**src/timer_freeze_pkg.sv**
```systemverilog
// Constants, register map and bus states for the timer freeze register bank
package timer_freeze_pkg;

  // Printed register offsets; the low 16 bits of each are also the register's word index
  localparam logic [31:0] FREEZE_SET_OFFSET     = 32'h5000_3300;
  localparam logic [31:0] FREEZE_RELEASE_OFFSET = 32'h5000_3302;
  localparam logic [31:0] DEBUG_CTRL_OFFSET     = 32'h5000_3304;
  localparam logic [31:0] STATUS_FLAGS_OFFSET   = 32'h5000_3306;

  // Decoded index width: haddr[17:2] is compared with the low index bits
  localparam int          INDEX_W               = 16;
  localparam logic [15:0] FREEZE_SET_INDEX      = FREEZE_SET_OFFSET[15:0];
  localparam logic [15:0] FREEZE_RELEASE_INDEX  = FREEZE_RELEASE_OFFSET[15:0];
  localparam logic [15:0] DEBUG_CTRL_INDEX      = DEBUG_CTRL_OFFSET[15:0];
  localparam logic [15:0] STATUS_FLAGS_INDEX    = STATUS_FLAGS_OFFSET[15:0];

  // Hold field positions, shared by the set and release registers
  localparam int          HOLD_COUNT            = 5;
  localparam int          HOLD_DMA_BIT          = 4;
  localparam int          HOLD_WATCHDOG_BIT     = 3;
  localparam int          HOLD_LINK_CLOCK_BIT   = 2;
  localparam int          HOLD_SW_TIMER_BIT     = 1;
  localparam int          HOLD_WAKEUP_BIT       = 0;

  // Other field positions and widths
  localparam int          DEBUG_HOLD_EN_BIT     = 0;
  localparam int          CAL_PENDING_BIT       = 0;
  localparam int          STATUS_W              = 2;
  localparam int          REG_W                 = 16;

  // Values after reset
  localparam logic [4:0]  HOLD_RESET            = 5'h00;
  localparam logic [15:0] DEBUG_CTRL_RESET      = 16'h0001;
  localparam logic [1:0]  STATUS_FLAGS_RESET    = 2'h0;

  // AHB-Lite encodings
  localparam logic [1:0]  HTRANS_NONSEQ         = 2'h2;
  localparam logic        HRESP_OKAY            = 1'h0;

  typedef enum logic [1:0] {BUS_IDLE, BUS_WRITE, BUS_READ_WAIT, BUS_READ_DONE} bus_state_e;

endpackage

```
**src/timer_freeze_control.sv**
```systemverilog
// Timer freeze register bank: software and debug holds for the timing agents
//
// Our own choice: the AHB-Lite slave port.
`timescale 1ns/100ps
module timer_freeze_control (
  // Clock and reset
  input  wire logic                          mclk,
  input  wire logic                          arst_n,
  // AHB-Lite slave
  input  wire logic                          hsel,
  input  wire logic [31:0]                   haddr,
  input  wire logic [1:0]                    htrans,
  input  wire logic                          hwrite,
  input  wire logic [2:0]                    hsize,
  input  wire logic                          hready,
  input  wire logic [31:0]                   hwdata,
  output logic                               hreadyout,
  output logic                               hresp,
  output logic      [31:0]                   hrdata,
  // Core and watchdog state
  input  wire logic                          cpu_debug_halted,
  input  wire logic                          watchdog_nmi_select,
  // Agent holds
  output logic                               hold_dma,
  output logic                               hold_watchdog,
  output logic                               hold_link_master_clock,
  output logic                               hold_software_timer,
  output logic                               hold_wakeup_timer,
  // Status
  output logic                               calibration_pending
);
  import timer_freeze_pkg::*;

  // Bus side
  logic                    wr_en;
  logic                    rd_en;
  logic [INDEX_W-1:0]      reg_index;
  logic [REG_W-1:0]        wr_data;
  logic [REG_W-1:0]        rd_data;

  // Register contents
  logic [REG_W-1:0]        debug_ctrl_r;
  logic [REG_W-1:0]        debug_ctrl_nxt;
  logic [STATUS_W-1:0]     status_r;
  logic [STATUS_W-1:0]     status_nxt;
  logic [HOLD_COUNT-1:0]   hold_state;
  logic [HOLD_COUNT-1:0]   hold_out;

  // Address decode
  wire                     sel_set     = (reg_index == FREEZE_SET_INDEX);
  wire                     sel_release = (reg_index == FREEZE_RELEASE_INDEX);
  wire                     sel_debug   = (reg_index == DEBUG_CTRL_INDEX);
  wire                     sel_status  = (reg_index == STATUS_FLAGS_INDEX);
  wire                     wr_set      = wr_en && sel_set;
  wire                     wr_release  = wr_en && sel_release;
  wire                     wr_debug    = wr_en && sel_debug;
  wire                     wr_status   = wr_en && sel_status;
  wire                     debug_en    = debug_ctrl_r[DEBUG_HOLD_EN_BIT];
  wire [HOLD_COUNT-1:0]    set_req     = wr_set ? wr_data[HOLD_COUNT-1:0] : '0;
  wire [HOLD_COUNT-1:0]    release_req = wr_release ? wr_data[HOLD_COUNT-1:0] : '0;
  wire [HOLD_COUNT-1:0]    allowed;
  wire [REG_W-1:0]         hold_word   = {{(REG_W-HOLD_COUNT){1'b0}}, hold_state};
  wire [REG_W-1:0]         status_word = {{(REG_W-STATUS_W){1'b0}}, status_r};

  // Only the watchdog has a condition on its software hold
  assign allowed = {{(HOLD_COUNT-HOLD_WATCHDOG_BIT-1){1'b1}}, ~watchdog_nmi_select,
                    {HOLD_WATCHDOG_BIT{1'b1}}};

  freeze_ahb_slave u_bus (
    .mclk      (mclk),
    .arst_n    (arst_n),
    .hsel      (hsel),
    .haddr     (haddr),
    .htrans    (htrans),
    .hwrite    (hwrite),
    .hready    (hready),
    .hwdata    (hwdata),
    .hreadyout (hreadyout),
    .hresp     (hresp),
    .hrdata    (hrdata),
    .wr_en     (wr_en),
    .rd_en     (rd_en),
    .reg_index (reg_index),
    .wr_data   (wr_data),
    .rd_data   (rd_data)
  );

  // One hold cell per agent; bit i of both freeze registers drives cell i
  genvar gi;
  generate
    for (gi = 0; gi < HOLD_COUNT; gi++) begin : g_hold
      freeze_hold_cell #(
        .WATCHDOG (gi == HOLD_WATCHDOG_BIT)
      ) u_cell (
        .mclk           (mclk),
        .arst_n         (arst_n),
        .set_req        (set_req[gi]),
        .release_req    (release_req[gi]),
        .freeze_allowed (allowed[gi]),
        .debug_halted   (cpu_debug_halted),
        .debug_hold_en  (debug_en),
        .hold_state     (hold_state[gi]),
        .hold_out       (hold_out[gi])
      );
    end
  endgenerate

  assign hold_dma               = hold_out[HOLD_DMA_BIT];
  assign hold_watchdog          = hold_out[HOLD_WATCHDOG_BIT];
  assign hold_link_master_clock = hold_out[HOLD_LINK_CLOCK_BIT];
  assign hold_software_timer    = hold_out[HOLD_SW_TIMER_BIT];
  assign hold_wakeup_timer      = hold_out[HOLD_WAKEUP_BIT];
  assign calibration_pending    = status_r[CAL_PENDING_BIT];

  // Unmapped addresses read zero; writes to them are dropped
  assign rd_data = (sel_set || sel_release) ? hold_word :
                   sel_debug  ? debug_ctrl_r :
                   sel_status ? status_word : '0;

  assign debug_ctrl_nxt = wr_debug ? wr_data : debug_ctrl_r;
  assign status_nxt     = wr_status ? wr_data[STATUS_W-1:0] : status_r;

  always_ff @(posedge mclk or negedge arst_n) begin
    if (!arst_n) begin
      debug_ctrl_r <= DEBUG_CTRL_RESET;
      status_r     <= STATUS_FLAGS_RESET;
    end else begin
      debug_ctrl_r <= debug_ctrl_nxt;
      status_r     <= status_nxt;
    end
  end

  // Checks on the hold logic, the register bank and the bus timing
  logic first_r;
  always_ff @(posedge mclk or negedge arst_n) begin
    if (!arst_n) begin
      first_r <= 1'b1;
    end else begin
      first_r <= 1'b0;
    end
  end

  // Hold state rebuilt from the bus pins alone, so a slave decode fault cannot hide itself
  logic                  ref_wr_r;
  logic [INDEX_W-1:0]    ref_index_r;
  logic [HOLD_COUNT-1:0] ref_hold_r;
  wire                   ref_accept  = hsel && hready && (htrans == HTRANS_NONSEQ);
  wire                   ref_set     = ref_wr_r && (ref_index_r == FREEZE_SET_INDEX);
  wire                   ref_release = ref_wr_r && (ref_index_r == FREEZE_RELEASE_INDEX);
  wire [HOLD_COUNT-1:0]  ref_bits    = hwdata[HOLD_COUNT-1:0];

  always_ff @(posedge mclk or negedge arst_n) begin
    if (!arst_n) begin
      ref_wr_r    <= 1'b0;
      ref_index_r <= '0;
      ref_hold_r  <= HOLD_RESET;
    end else begin
      ref_wr_r <= ref_accept && hwrite;
      if (ref_accept) begin
        ref_index_r <= haddr[INDEX_W+1:2];
      end
      if (ref_set) begin
        ref_hold_r <= ref_hold_r | ref_bits;
      end else if (ref_release) begin
        ref_hold_r <= ref_hold_r & ~ref_bits;
      end
    end
  end
endmodule

```
**src/freeze_ahb_slave.sv**
```systemverilog
// AHB-Lite slave front end: zero-wait writes, one-wait reads
`timescale 1ns/100ps
module freeze_ahb_slave (
  // Clock and reset
  input  wire logic                                mclk,
  input  wire logic                                arst_n,
  // AHB-Lite
  input  wire logic                                hsel,
  input  wire logic [31:0]                         haddr,
  input  wire logic [1:0]                          htrans,
  input  wire logic                                hwrite,
  input  wire logic                                hready,
  input  wire logic [31:0]                         hwdata,
  output logic                                     hreadyout,
  output logic                                     hresp,
  output logic      [31:0]                         hrdata,
  // Register side
  output logic                                     wr_en,
  output logic                                     rd_en,
  output logic      [timer_freeze_pkg::INDEX_W-1:0] reg_index,
  output logic      [timer_freeze_pkg::REG_W-1:0]   wr_data,
  input  wire logic [timer_freeze_pkg::REG_W-1:0]   rd_data
);
  import timer_freeze_pkg::*;

  bus_state_e            state_r;
  bus_state_e            state_nxt;
  logic [INDEX_W-1:0]    index_r;
  wire                   accept   = hsel && hready && (htrans == HTRANS_NONSEQ);

  // Read data is sampled one cycle late so that a write just ahead is seen
  assign hreadyout = (state_r != BUS_READ_WAIT);
  assign hresp     = HRESP_OKAY;
  assign wr_en     = (state_r == BUS_WRITE);
  assign rd_en     = (state_r == BUS_READ_WAIT);
  assign reg_index = index_r;
  assign wr_data   = hwdata[REG_W-1:0];

  always_comb begin
    state_nxt = BUS_IDLE;
    case (state_r)
      BUS_READ_WAIT: state_nxt = BUS_READ_DONE;
      default: begin
        if (accept) begin
          state_nxt = hwrite ? BUS_WRITE : BUS_READ_WAIT;
        end
      end
    endcase
  end

  always_ff @(posedge mclk or negedge arst_n) begin
    if (!arst_n) begin
      state_r <= BUS_IDLE;
      index_r <= '0;
      hrdata  <= '0;
    end else begin
      state_r <= state_nxt;
      if (accept) begin
        index_r <= haddr[INDEX_W+1:2];
      end
      if (rd_en) begin
        hrdata <= {16'h0000, rd_data};
      end
    end
  end

endmodule

```
**src/freeze_hold_cell.sv**
```systemverilog
// One agent's hold state and its registered hold output
`timescale 1ns/100ps
module freeze_hold_cell #(
  parameter bit WATCHDOG = 1'b0
) (
  // Clock and reset
  input  wire logic mclk,
  input  wire logic arst_n,
  // Software requests
  input  wire logic set_req,
  input  wire logic release_req,
  // Hold conditions
  input  wire logic freeze_allowed,
  input  wire logic debug_halted,
  input  wire logic debug_hold_en,
  // State and hold
  output logic      hold_state,
  output logic      hold_out
);
  logic hold_state_nxt;
  logic hold_out_nxt;

  // A zero written to either register leaves the state alone
  assign hold_state_nxt = set_req ? 1'b1 : (release_req ? 1'b0 : hold_state);

  // The watchdog ignores software holds while its NMI select is one, yet always stops under debug
  generate
    if (WATCHDOG) begin : g_wdog
      assign hold_out_nxt = (hold_state & freeze_allowed) | debug_halted;
    end else begin : g_plain
      assign hold_out_nxt = hold_state | (debug_halted & debug_hold_en);
    end
  endgenerate

  always_ff @(posedge mclk or negedge arst_n) begin
    if (!arst_n) begin
      hold_state <= 1'b0;
      hold_out   <= 1'b0;
    end else begin
      hold_state <= hold_state_nxt;
      hold_out   <= hold_out_nxt;
    end
  end

endmodule

```
**config.mk**
```make
export PLATFORM = sky130hd
export DESIGN_NAME = timer_freeze_control
export DESIGN_NICKNAME = d
export VERILOG_FILES = /design/src/timer_freeze_pkg.sv /design/src/timer_freeze_control.sv /design/src/freeze_ahb_slave.sv /design/src/freeze_hold_cell.sv
export SDC_FILE = /design/constraint.sdc
export NUM_CORES = 1
export LEC_CHECK = 0
export BUFFER_PORTS_ARGS = -buffer_cell sky130_fd_sc_hd__buf_2
export CAP_MARGIN = 30
export CORE_MARGIN = 2
export CORE_UTILIZATION = 39
export CTS_BUF_LIST = sky130_fd_sc_hd__clkbuf_2
export DETAILED_ROUTE_END_ITERATION = 10
export GPL_TIMING_DRIVEN = 0
export PLACE_DENSITY_LB_ADDON = 0.3
export REMOVE_ABC_BUFFERS = 1
export SETUP_SLACK_MARGIN = 0.2
export SLEW_MARGIN = 20
export SYNTH_ARGS = -nofsm -noshare
export SYNTH_HDL_FRONTEND = slang
export SYNTH_SLANG_ARGS = --single-unit
```
**constraint.sdc**
```tcl
create_clock -name mclk -period 2.9 [get_ports mclk]
set_input_delay 0.725 -clock mclk [delete_from_list [all_inputs] [get_ports mclk]]
set_output_delay 0.725 -clock mclk [all_outputs]
set_load 0.01 [all_outputs]
```
# Word-level counts from Yosys, hierarchy flattened
# Cells that the tools add are included.
[classes]
eq_ne = 8
n_mux = 18
bitwise = 8
reduce_logical = 12
[op_table]
columns = ["op", "n"]
rows = [
  ["16-bit by 14-bit equality test with 1-bit output, second input constant", 4],
  ["16-bit two-way mux", 2],
  ["1-bit two-way mux", 10],
  ["5-bit two-way mux", 2],
  ["2-bit nonzero test", 5],
  ["2-bit two-way mux", 4],
  ["1-bit logical AND", 6],
  ["1-bit bitwise OR", 5],
  ["2-bit equality test, second input constant", 2],
  ["1-bit bitwise AND", 2],
  ["2-bit by 1-bit equality test with 1-bit output, second input constant", 1],
  ["2-bit inequality test, second input constant", 1],
  ["1-bit logical OR", 1],
  ["1-bit inverter", 1],
]
[totals]
regBits = 62
input_bits = 76
word_cells = 61

# Depth between registers and ports, before layout
# Gate-level depths: netlist of run 1.
[logic_depth]
ltp_word = 5
ltp_mapped = 5
depth_no_buf = 4

# By module
# From an unflattened synthesis of run 1, not the netlist that was laid out.
[hier_totals]
cells_unflattened = 226
hier_area_um2 = 3019.1
[by_module_without_submodules]
columns = ["mod", "n_inst", "cells_per_inst", "area_each_um2", "seq_area_each_um2"]
rows = [
  ["freeze_ahb_slave", 1, 109, 1576.5, 850.8],
  ["timer_freeze_control", 1, 92, 1098.6, 451.7],
  ["freeze_hold_cell", 5, 5, 68.8, 50.0],
]

# Worst setup path after synthesis of run 1
# OpenSTA, ideal clock, no wires.
[synth_path]
path_type = "reg-to-reg"
from = "register u_bus.index_r[11], in the netlist u_bus.reg_index[11]"
to = "register debug_ctrl_r[10]"
setup_time_ns = 0.125
arrival_ns = 1.725
setup_slack_ns = 1.050
stages_incl_launch_ff = 6
n_path_buf = 1
cell_sequence = "dfrtp_1 -> nor4b_4 -> nand4_4 -> nor3_4 -> buf_8 -> mux2_4"
[synth_between]
elab_chain_cells = 2
[synth_lines]
columns = ["item", "line_no", "source"]
rows = [
  ["start: declaration", "freeze_ahb_slave.sv:28", "logic [INDEX_W-1:0] index_r;"],
  ["start signal: assignment", "freeze_ahb_slave.sv:59", "index_r <= haddr[INDEX_W+1:2];"],
  ["16-bit by 14-bit equality test with 1-bit output", "timer_freeze_control.sv:52", "wire sel_debug = (reg_index == DEBUG_CTRL_INDEX);"],
  ["1-bit logical AND", "timer_freeze_control.sv:56", "wire wr_debug = wr_en && sel_debug;"],
  ["end signal: assignment", "timer_freeze_control.sv:128", "debug_ctrl_r <= debug_ctrl_nxt;"],
  ["end: declaration", "timer_freeze_control.sv:42", "logic [REG_W-1:0] debug_ctrl_r;"],
]
# Every way passes these cells.
# A chain may end at the register's enable or synchronous reset.

# Worst setup path in the final report of run 1
[layout_path]
from = "register u_bus.state_r[0]"
to = "output hreadyout"
[layout_between]
elab_chain_cells = 1
[layout_lines]
columns = ["item", "line_no", "source"]
rows = [
  ["start: declaration", "freeze_ahb_slave.sv:26", "bus_state_e state_r;"],
  ["start signal: assignment", "freeze_ahb_slave.sv:57", "state_r <= state_nxt;"],
  ["2-bit inequality test", "freeze_ahb_slave.sv:32", "assign hreadyout = (state_r != BUS_READ_WAIT);"],
  ["end: declaration", "timer_freeze_control.sv:17", "output logic hreadyout,"],
]
# Every way passes these cells.

==> summary.md, run 1 <==
| Metric | Value |
|---|---|
| Initial drt markers | 76 |
| Root buf cell | clkbuf_2 |
| Status | complete, no violations |
| Gr ovfl total | 0 |
| Critical R2R Capture | debug_ctrl_r[4] |
| DR vias | 1656 |
| Area of the die | about 0.0075 mm² |
| Core area | 0.00672 mm² |
| Die X-Extent | 86.9 µm |
| Final setup fails | 0 |
| Setup Buffers After CTS | 0 |
| Number of cells produced by synthesis | 193 |
| Min Tclk post-route | 2.39 ns |
| TritonRoute pass-1 iters | 4 |
| Reg2reg path depth | 5 |
| Placer Congestion | 0.751 |
| Detailed Place HPWL | 3220 µm |
| RSZ-0062 raised after global routing | false |
| Achievable Freq | 0.419 GHz |
| Synth warn | 0 |
| Slew Viols, Final | 0 |
| Critical path arrival | approximately 1.7 ns |
| Maximum single-stage delay on the critical path | about 0.41 ns |
| Lkg Pwr | 1.62 nW |
| Largest net degree at the start of global routing | 63 |
| Reg area | 0.00155 mm² |
| Tot GR Track Use | 0.133 |
| Fin nets | 335 |
| Crit share post-route | 0.823 |
| Initial antenna violation count | 0 |
| Filler cells | roughly 620 |
| IO Count | 116 |
| Post-synth cell types | 32 |
| WP buf/inv | 2 |
| Max Cap Viol | 0 |
| Multi-input logic area | 993 µm² |
| # diodes | 0 |
| Crit-path max FO | 15 |
| Slew HR | 0.426 |
| Synth Cell Area | 0.00268 mm² |
| Max rail drop VDD | between 200 and 300 µV |
| Layout cells sized above 1 | 0.451 |
| H-tree lvl count | 3 |
| CP max-delay cell | dfrtp_1 |
| Resized cells post-CTS | 0 |
| Crit path kind | reg2out |
| Area growth, synth to finish | 17.3% |
| Flop2flop setup slack | between 0.7 and 0.8 ns |
| Yosys reg bits | 62 |
| Worst-margin pin slew | 0.857 ns |
| CP startpoint | u_bus.state_r[0] |
| Sequential area share after synthesis | 0.580 |
| Avg Inst Size Synth | 13.9 µm² |
| Port Buf Inserts | 63 |
| Clock Pin Slew Worst Setup and Hold Paths | 0.19 ns |
| Initial Utilization | 0.399 |
| Kind of cell adding the most delay to the critical path | buffers and inverters |
| Clock Latency Late Sink | 0.48 ns |
| Crit start category | flop |
| Via density | between 4 and 5 |
| Worst-path cell chain | nand2b_1 > buf_6 > buf_2 |
| Critical Path Sink | hreadyout |
| Max Buffers Root-to-Sink | 2 |
| First-pass GRT wire length | 7610 µm |
| Final hold vios | 0 |
| Worst EP required | 2.17 ns |
| # hold bufs at CTS | 0 |
| Clk sinks | slightly above 60 |
| Die Span Y | 86.9 µm |
| Row count | 30 |
| Worst Skew | 0.0320 ns |
| Routed Wire Length | 4710 µm |
| Setup TNS after final layout | 0 ns |
| Total power draw | approximately 1.8 mW |
| CTS tree | yes |
| PwrDens | 577 mW/mm² |
| Critical path depth | 3 |
| CP endpoint kind | primary output |
| Routed WL per cell | 13.7 µm |
| Vias in the first global route | 1576 |
| HP Class | in2async |
| Reg-to-Reg Start | u_bus.reg_index[11] |
| DRT antenna net count | 0 |
| DRC violations left | 0 |
| Num CTS Buffers | 9 |
[layout by cell type, fill, tap and decap left out, drive strengths merged, types with 3 or more instances in the layout]
master / synthesis / final
buf: 20 / 65
dfrtp: 61 / 61
mux2: 34 / 34
conb: 1 / 17
nand2: 12 / 12
a22o: 11 / 11
clkbuf: 6 / 11
mux2i: 7 / 7
inv: 6 / 6
nand3: 5 / 5
o21ai: 4 / 4
nand2b: 3 / 3
a2bb2oi: 3 / 3
o31ai: 3 / 3
clkinv: 0 / 3
[area by class of cell]
cell class | count | share of cell area
clock buffer | 11 | 0.0175
clock inverter | 5 | 0.0235
inverter | 6 | 0.00717
multi-input combinational | 115 | 0.316
sequential | 62 | 0.494
tap | 80 | 0.0319
timing repair buffer | 65 | 0.110
[state kept, by name, summed over array words and instances (netlist names)]
signal                    cells
u_bus.reg_index              16
status_r                      2
g_hold.u_cell.hold_out        5
debug_ctrl_r                 16
u_bus.state_r                 2
g_hold.u_cell.hold_state      5
u_bus.hrdata                 16
[per-stage QoR]
stage / utilization / std cells / worst slack (ns) / cell area, µm² / hold slack, ns
2_1_floorplan: - / 183 / 0.836 / 2560 / 0.426
3_3_place_gp: 0.443 / 326 / 0.257 / 2980 / 0.448
3_5_place_dp: 0.447 / 327 / 0.625 / 3000 / 0.454
4_1_cts: 0.466 / 343 / 0.222 / 3130 / 0.280
5_1_grt: 0.468 / 344 / 0.366 / 3140 / 0.292
6_report: 0.468 / 344 / 0.514 / 3140 / 0.291
[per-layer routing]
layer	part of all wire	vias to the layer above	global-route usage
met4	0.018	0	0.0682
li1	-	779	-
met5	0	-	0
met1	0.47	809	0.179
met3	0.050	7	0.0360
met2	0.46	61	0.198
[synth_stat cells, drive strengths merged]
| cell type | number | area (µm²) |
|---|---|---|
| dfstp | 1 | 26.3 |
| a22o | 11 | 96.3 |
| nor2 | 1 | 3.75 |
| nand4 | 2 | 27.5 |
| nor4 | 1 | 21.3 |
| a2bb2oi | 3 | 26.3 |
| mux2i | 7 | 70.1 |
| inv | 6 | 22.5 |
| nor4b | 2 | 47.6 |
| and2 | 1 | 6.26 |
| nand3 | 5 | 25.0 |
| nor3 | 2 | 21.3 |
| mux2 | 34 | 420 |
| dfrtp | 61 | 1530 |
| o21ai | 4 | 20.0 |
| and4 | 1 | 8.76 |
| nand2b | 3 | 18.8 |
| nand4b | 1 | 8.76 |
| conb | 1 | 3.75 |
| o31ai | 3 | 22.5 |
| clkbuf | 6 | 22.5 |
| o211ai | 2 | 15.0 |
| nor2b | 2 | 12.5 |
| buf | 20 | 153 |
| o21bai | 1 | 7.51 |
| nand2 | 12 | 45.0 |
[cell families (layout without fill, tap and decap cells)]
family                 Yosys count  in the layout  synth area share
muxes                           41             41             0.183
DFF                             62             62             0.580
other                            1             17           0.00140
and+or+nand+nor                 33             33            0.0920
buffers and inverters           32             87            0.0738
AOI/OAI and AO/OA               24             24            0.0701
[where the power goes]
group | leakage [nW] | internal, mW | switching (mW) | total (mW)
Sequential | 0.775 | 0.925 | 0.0652 | 0.990
Combinational | 0.757 | 0.111 | 0.123 | 0.234
Clock | 0.0833 | 0.288 | 0.300 | 0.588
Total | 1.62 | 1.32 | 0.489 | 1.81
[how the worst min path moves through the flow]
stage                                   to  slack (ns)  cells after the start
2_1_floorplan             debug_ctrl_r[10]        0.43                      0
3_3_place_gp     g_hold[2].u_cell.hold_out        0.45                      2
3_5_place_dp     g_hold[2].u_cell.hold_out        0.45                      2
4_1_cts                        status_r[0]        0.28                      1
5_1_grt        g_hold[1].u_cell.hold_state        0.29                      1
6_report                       status_r[0]        0.29                      1
No activity file was read; power rests on OpenSTA's default activity.
==> run 2: changes to the inputs <==
==> constraint.sdc (replaced) <==
create_clock -name mclk -period 2.2 [get_ports mclk]
set_input_delay 0.55 -clock mclk [delete_from_list [all_inputs] [get_ports mclk]]
set_output_delay 0.55 -clock mclk [all_outputs]
set_load 0.01 [all_outputs]
==> run 2 against run 1 <==
Compared with the run above:
- final cell count increased by 0.29%
- clock skew fell by 0.00067 ns
- wire length increased by 1.0%
- cell area up 0.60%
- first-iteration DRC count up 1.3%
- flip-flop and latch count unchanged
- power rose by 32%
- sequential power grew 32%
- register-to-register slack worse by 0.39 ns
==> summary.md, run 2 (synthesis gave the netlist of run 1 again) <==
| Metric | Value |
|---|---|
| Status | complete, no violations (unchanged) |
| # diodes | 0 (unchanged) |
| DR vias | 1678 (was 1656) |
| Reg2reg path depth | 5 (unchanged) |
| IO Count | 116 (unchanged) |
| Num CTS Buffers | 9 (unchanged) |
| DRT antenna net count | 0 (unchanged) |
| Crit share post-route | 0.875 |
| TritonRoute pass-1 iters | 4 (unchanged) |
| Detailed Place HPWL | 3220 µm (unchanged) |
| Crit-path max FO | 25 (was 15) |
| Via density | 4.86 (was 4.81) |
| Max Cap Viol | 0 (unchanged) |
| Initial Utilization | 0.399 (unchanged) |
| Die Span Y | 86.9 µm (unchanged) |
| Initial antenna violation count | 0 (unchanged) |
| Slew HR | 0.425 (was 0.426) |
| Flop2flop setup slack | 0.33 ns (was 0.72 ns) |
| Root buf cell | clkbuf_2 (unchanged) |
| Largest net degree at the start of global routing | 63 (unchanged) |
| Gr ovfl total | 0 (unchanged) |
| Clock Latency Late Sink | 0.48 ns (about the same) |
| Maximum single-stage delay on the critical path | 0.42 ns (was 0.41 ns) |
| H-tree lvl count | 3 (unchanged) |
| Achievable Freq | 0.519 GHz |
| Worst Skew | 0.0313 ns (was 0.0320 ns) |
| Placement Cell Area | 0.00300 mm² (unchanged) |
| Row count | 30 (unchanged) |
| Critical path arrival | 1.38 ns (was 1.66 ns) |
| Slew Viols, Final | 0 (unchanged) |
| CTS tree | yes (unchanged) |
| Post-layout instance area | 0.00316 mm² (was 0.00314 mm²) |
| CP max-delay cell | dfrtp_1 (unchanged) |
| Worst-margin pin slew | 0.857 ns (about the same) |
| First-pass GRT wire length | 7650 µm (was 7610 µm) |
| Vias in the first global route | 1591 (was 1576) |
| Layout Utilization | 0.470 (was 0.468) |
| Worst EP required | 1.65 ns (was 2.17 ns) |
| Dpl ws | -0.0246 ns (was 0.625 ns) |
| Lkg Pwr | 1.63 nW (was 1.62 nW) |
| Reg area | 0.00155 mm² (unchanged) |
| Worst-path cell chain | nand2b_4 > buf_2 (was nand2b_1 > buf_6 > buf_2) |
| Final WS setup | 0.275 ns (was 0.514 ns) |
| Initial drt markers | 77 (was 76) |
| Layout cells sized above 1 | 0.460 (was 0.451) |
| Most common cell after layout, fill and taps aside | buf_2 (unchanged) |
| Tot GR Track Use | 0.134 (was 0.133) |
| Reg-to-Reg Start | u_bus.reg_index[11] (unchanged) |
| Multi-input logic area | 0.00101 mm² (was 993 µm²) |
| Area of the die | 0.00755 mm² (unchanged) |
| DRC violations left | 0 (unchanged) |
| Final hold vios | 0 (unchanged) |
| Die X-Extent | 86.9 µm (unchanged) |
| CP endpoint kind | primary output (unchanged) |
| Clock Pin Slew Worst Setup and Hold Paths | 0.19 ns (about the same) |
| Crit path kind | reg2out (unchanged) |
| Max Buffers Root-to-Sink | 2 (unchanged) |
| Clk sinks | 62 (unchanged) |
| Routed WL per cell | 13.8 µm (was 13.7 µm) |
| Crit start category | flop (unchanged) |
| Critical R2R Capture | debug_ctrl_r[4] (unchanged) |
| Most frequent cells in the layout | buf_2 (62), dfrtp_1 (61), mux2_2 (22), conb_1 (17), nand2_1 (12) (unchanged) |
| Max rail drop VDD | 358 µV (was 285 µV) |
| Port Buf Inserts | 63 (unchanged) |
| Final setup fails | 0 (unchanged) |
| PwrDens | 757 mW/mm² (was 577 mW/mm²) |
| RSZ-0062 raised after global routing | true (was false) |
| Filler cells | 630 (was 624) |
| HP Class | in2async (unchanged) |
| Routed Wire Length | 4760 µm (was 4710 µm) |
| Placer Congestion | 0.751 (unchanged) |
| Core area | 0.00672 mm² (unchanged) |
| Fin nets | 336 (was 335) |
| Min Tclk post-route | 1.93 ns |
| Area growth, synth to finish | 18.0% (was 17.3%) |
[run 2: through the flow]
step / cells / setup TNS, ns / total power [mW] / hold WS [ns]
6_report: 345 / 0 / 2.39 / 0.111
5_1_grt: 345 / 0 / 2.53 / 0.117
4_1_cts: 345 / 0 / 2.43 / 0.105
2_1_floorplan: 183 / 0 / 1.50 / 0.254
3_5_place_dp: 327 / -0.0711 / 1.63 / 0.454
3_3_place_gp: 326 / -8.16 / 1.62 / 0.448
[run 2: power breakdown]
part | switching, mW | total [mW] | leakage [nW] | internal [mW]
sequential | 0.0899 | 1.31 | 0.775 | 1.22
combinational | 0.164 | 0.307 | 0.776 | 0.142
clock | 0.398 | 0.778 | 0.0833 | 0.380
[run 2: repair_timing]
item / in CTS / in global routing
setup endpoints to repair: 28 / 13
buffers inserted: 2 / 0
pin swaps: 1 / 0
gates resized for setup: 1 / 3
hold buffers: 0 / 0
[run 2: cell type report]
type / instances / area share
Clock buffer: 11 / 0.0174
Clock inverter: 5 / 0.0234
Inverter: 6 / 0.00713
Multi-Input combinational cell: 115 / 0.319
Sequential cell: 62 / 0.491
Tap cell: 80 / 0.0317
Timing Repair Buffer: 66 / 0.110
[run 2: worst max-delay path by stage]
stage	slack, ns	end	cells after the start	start
5_1_grt	0.15	hreadyout	2	u_bus.state_r[1]
3_3_place_gp	-0.44	u_bus.hrdata[9]	3	u_bus.state_r[0]
4_1_cts	0.01	hreadyout	2	u_bus.state_r[0]
2_1_floorplan	0.14	debug_ctrl_r[1]	4	u_bus.reg_index[11]
6_report	0.27	hreadyout	2	u_bus.state_r[0]
3_5_place_dp	-0.02	debug_ctrl_r[2]	5	u_bus.reg_index[11]
[run 2: metal layers]
metal	wire length (µm)	track usage	up-vias
met5	0	0	-
met4	108	0.0739	0
met3	246	0.0360	9
met2	2190	0.196	64
met1	2220	0.180	822
li1	-	-	783
[run 2: critical path, delay by kind of cell, from the launching register on]
kind                   cells  cell delay [ns]
DFF                        1             0.42
and+or+nand+nor            1             0.28
buffers and inverters      1             0.21
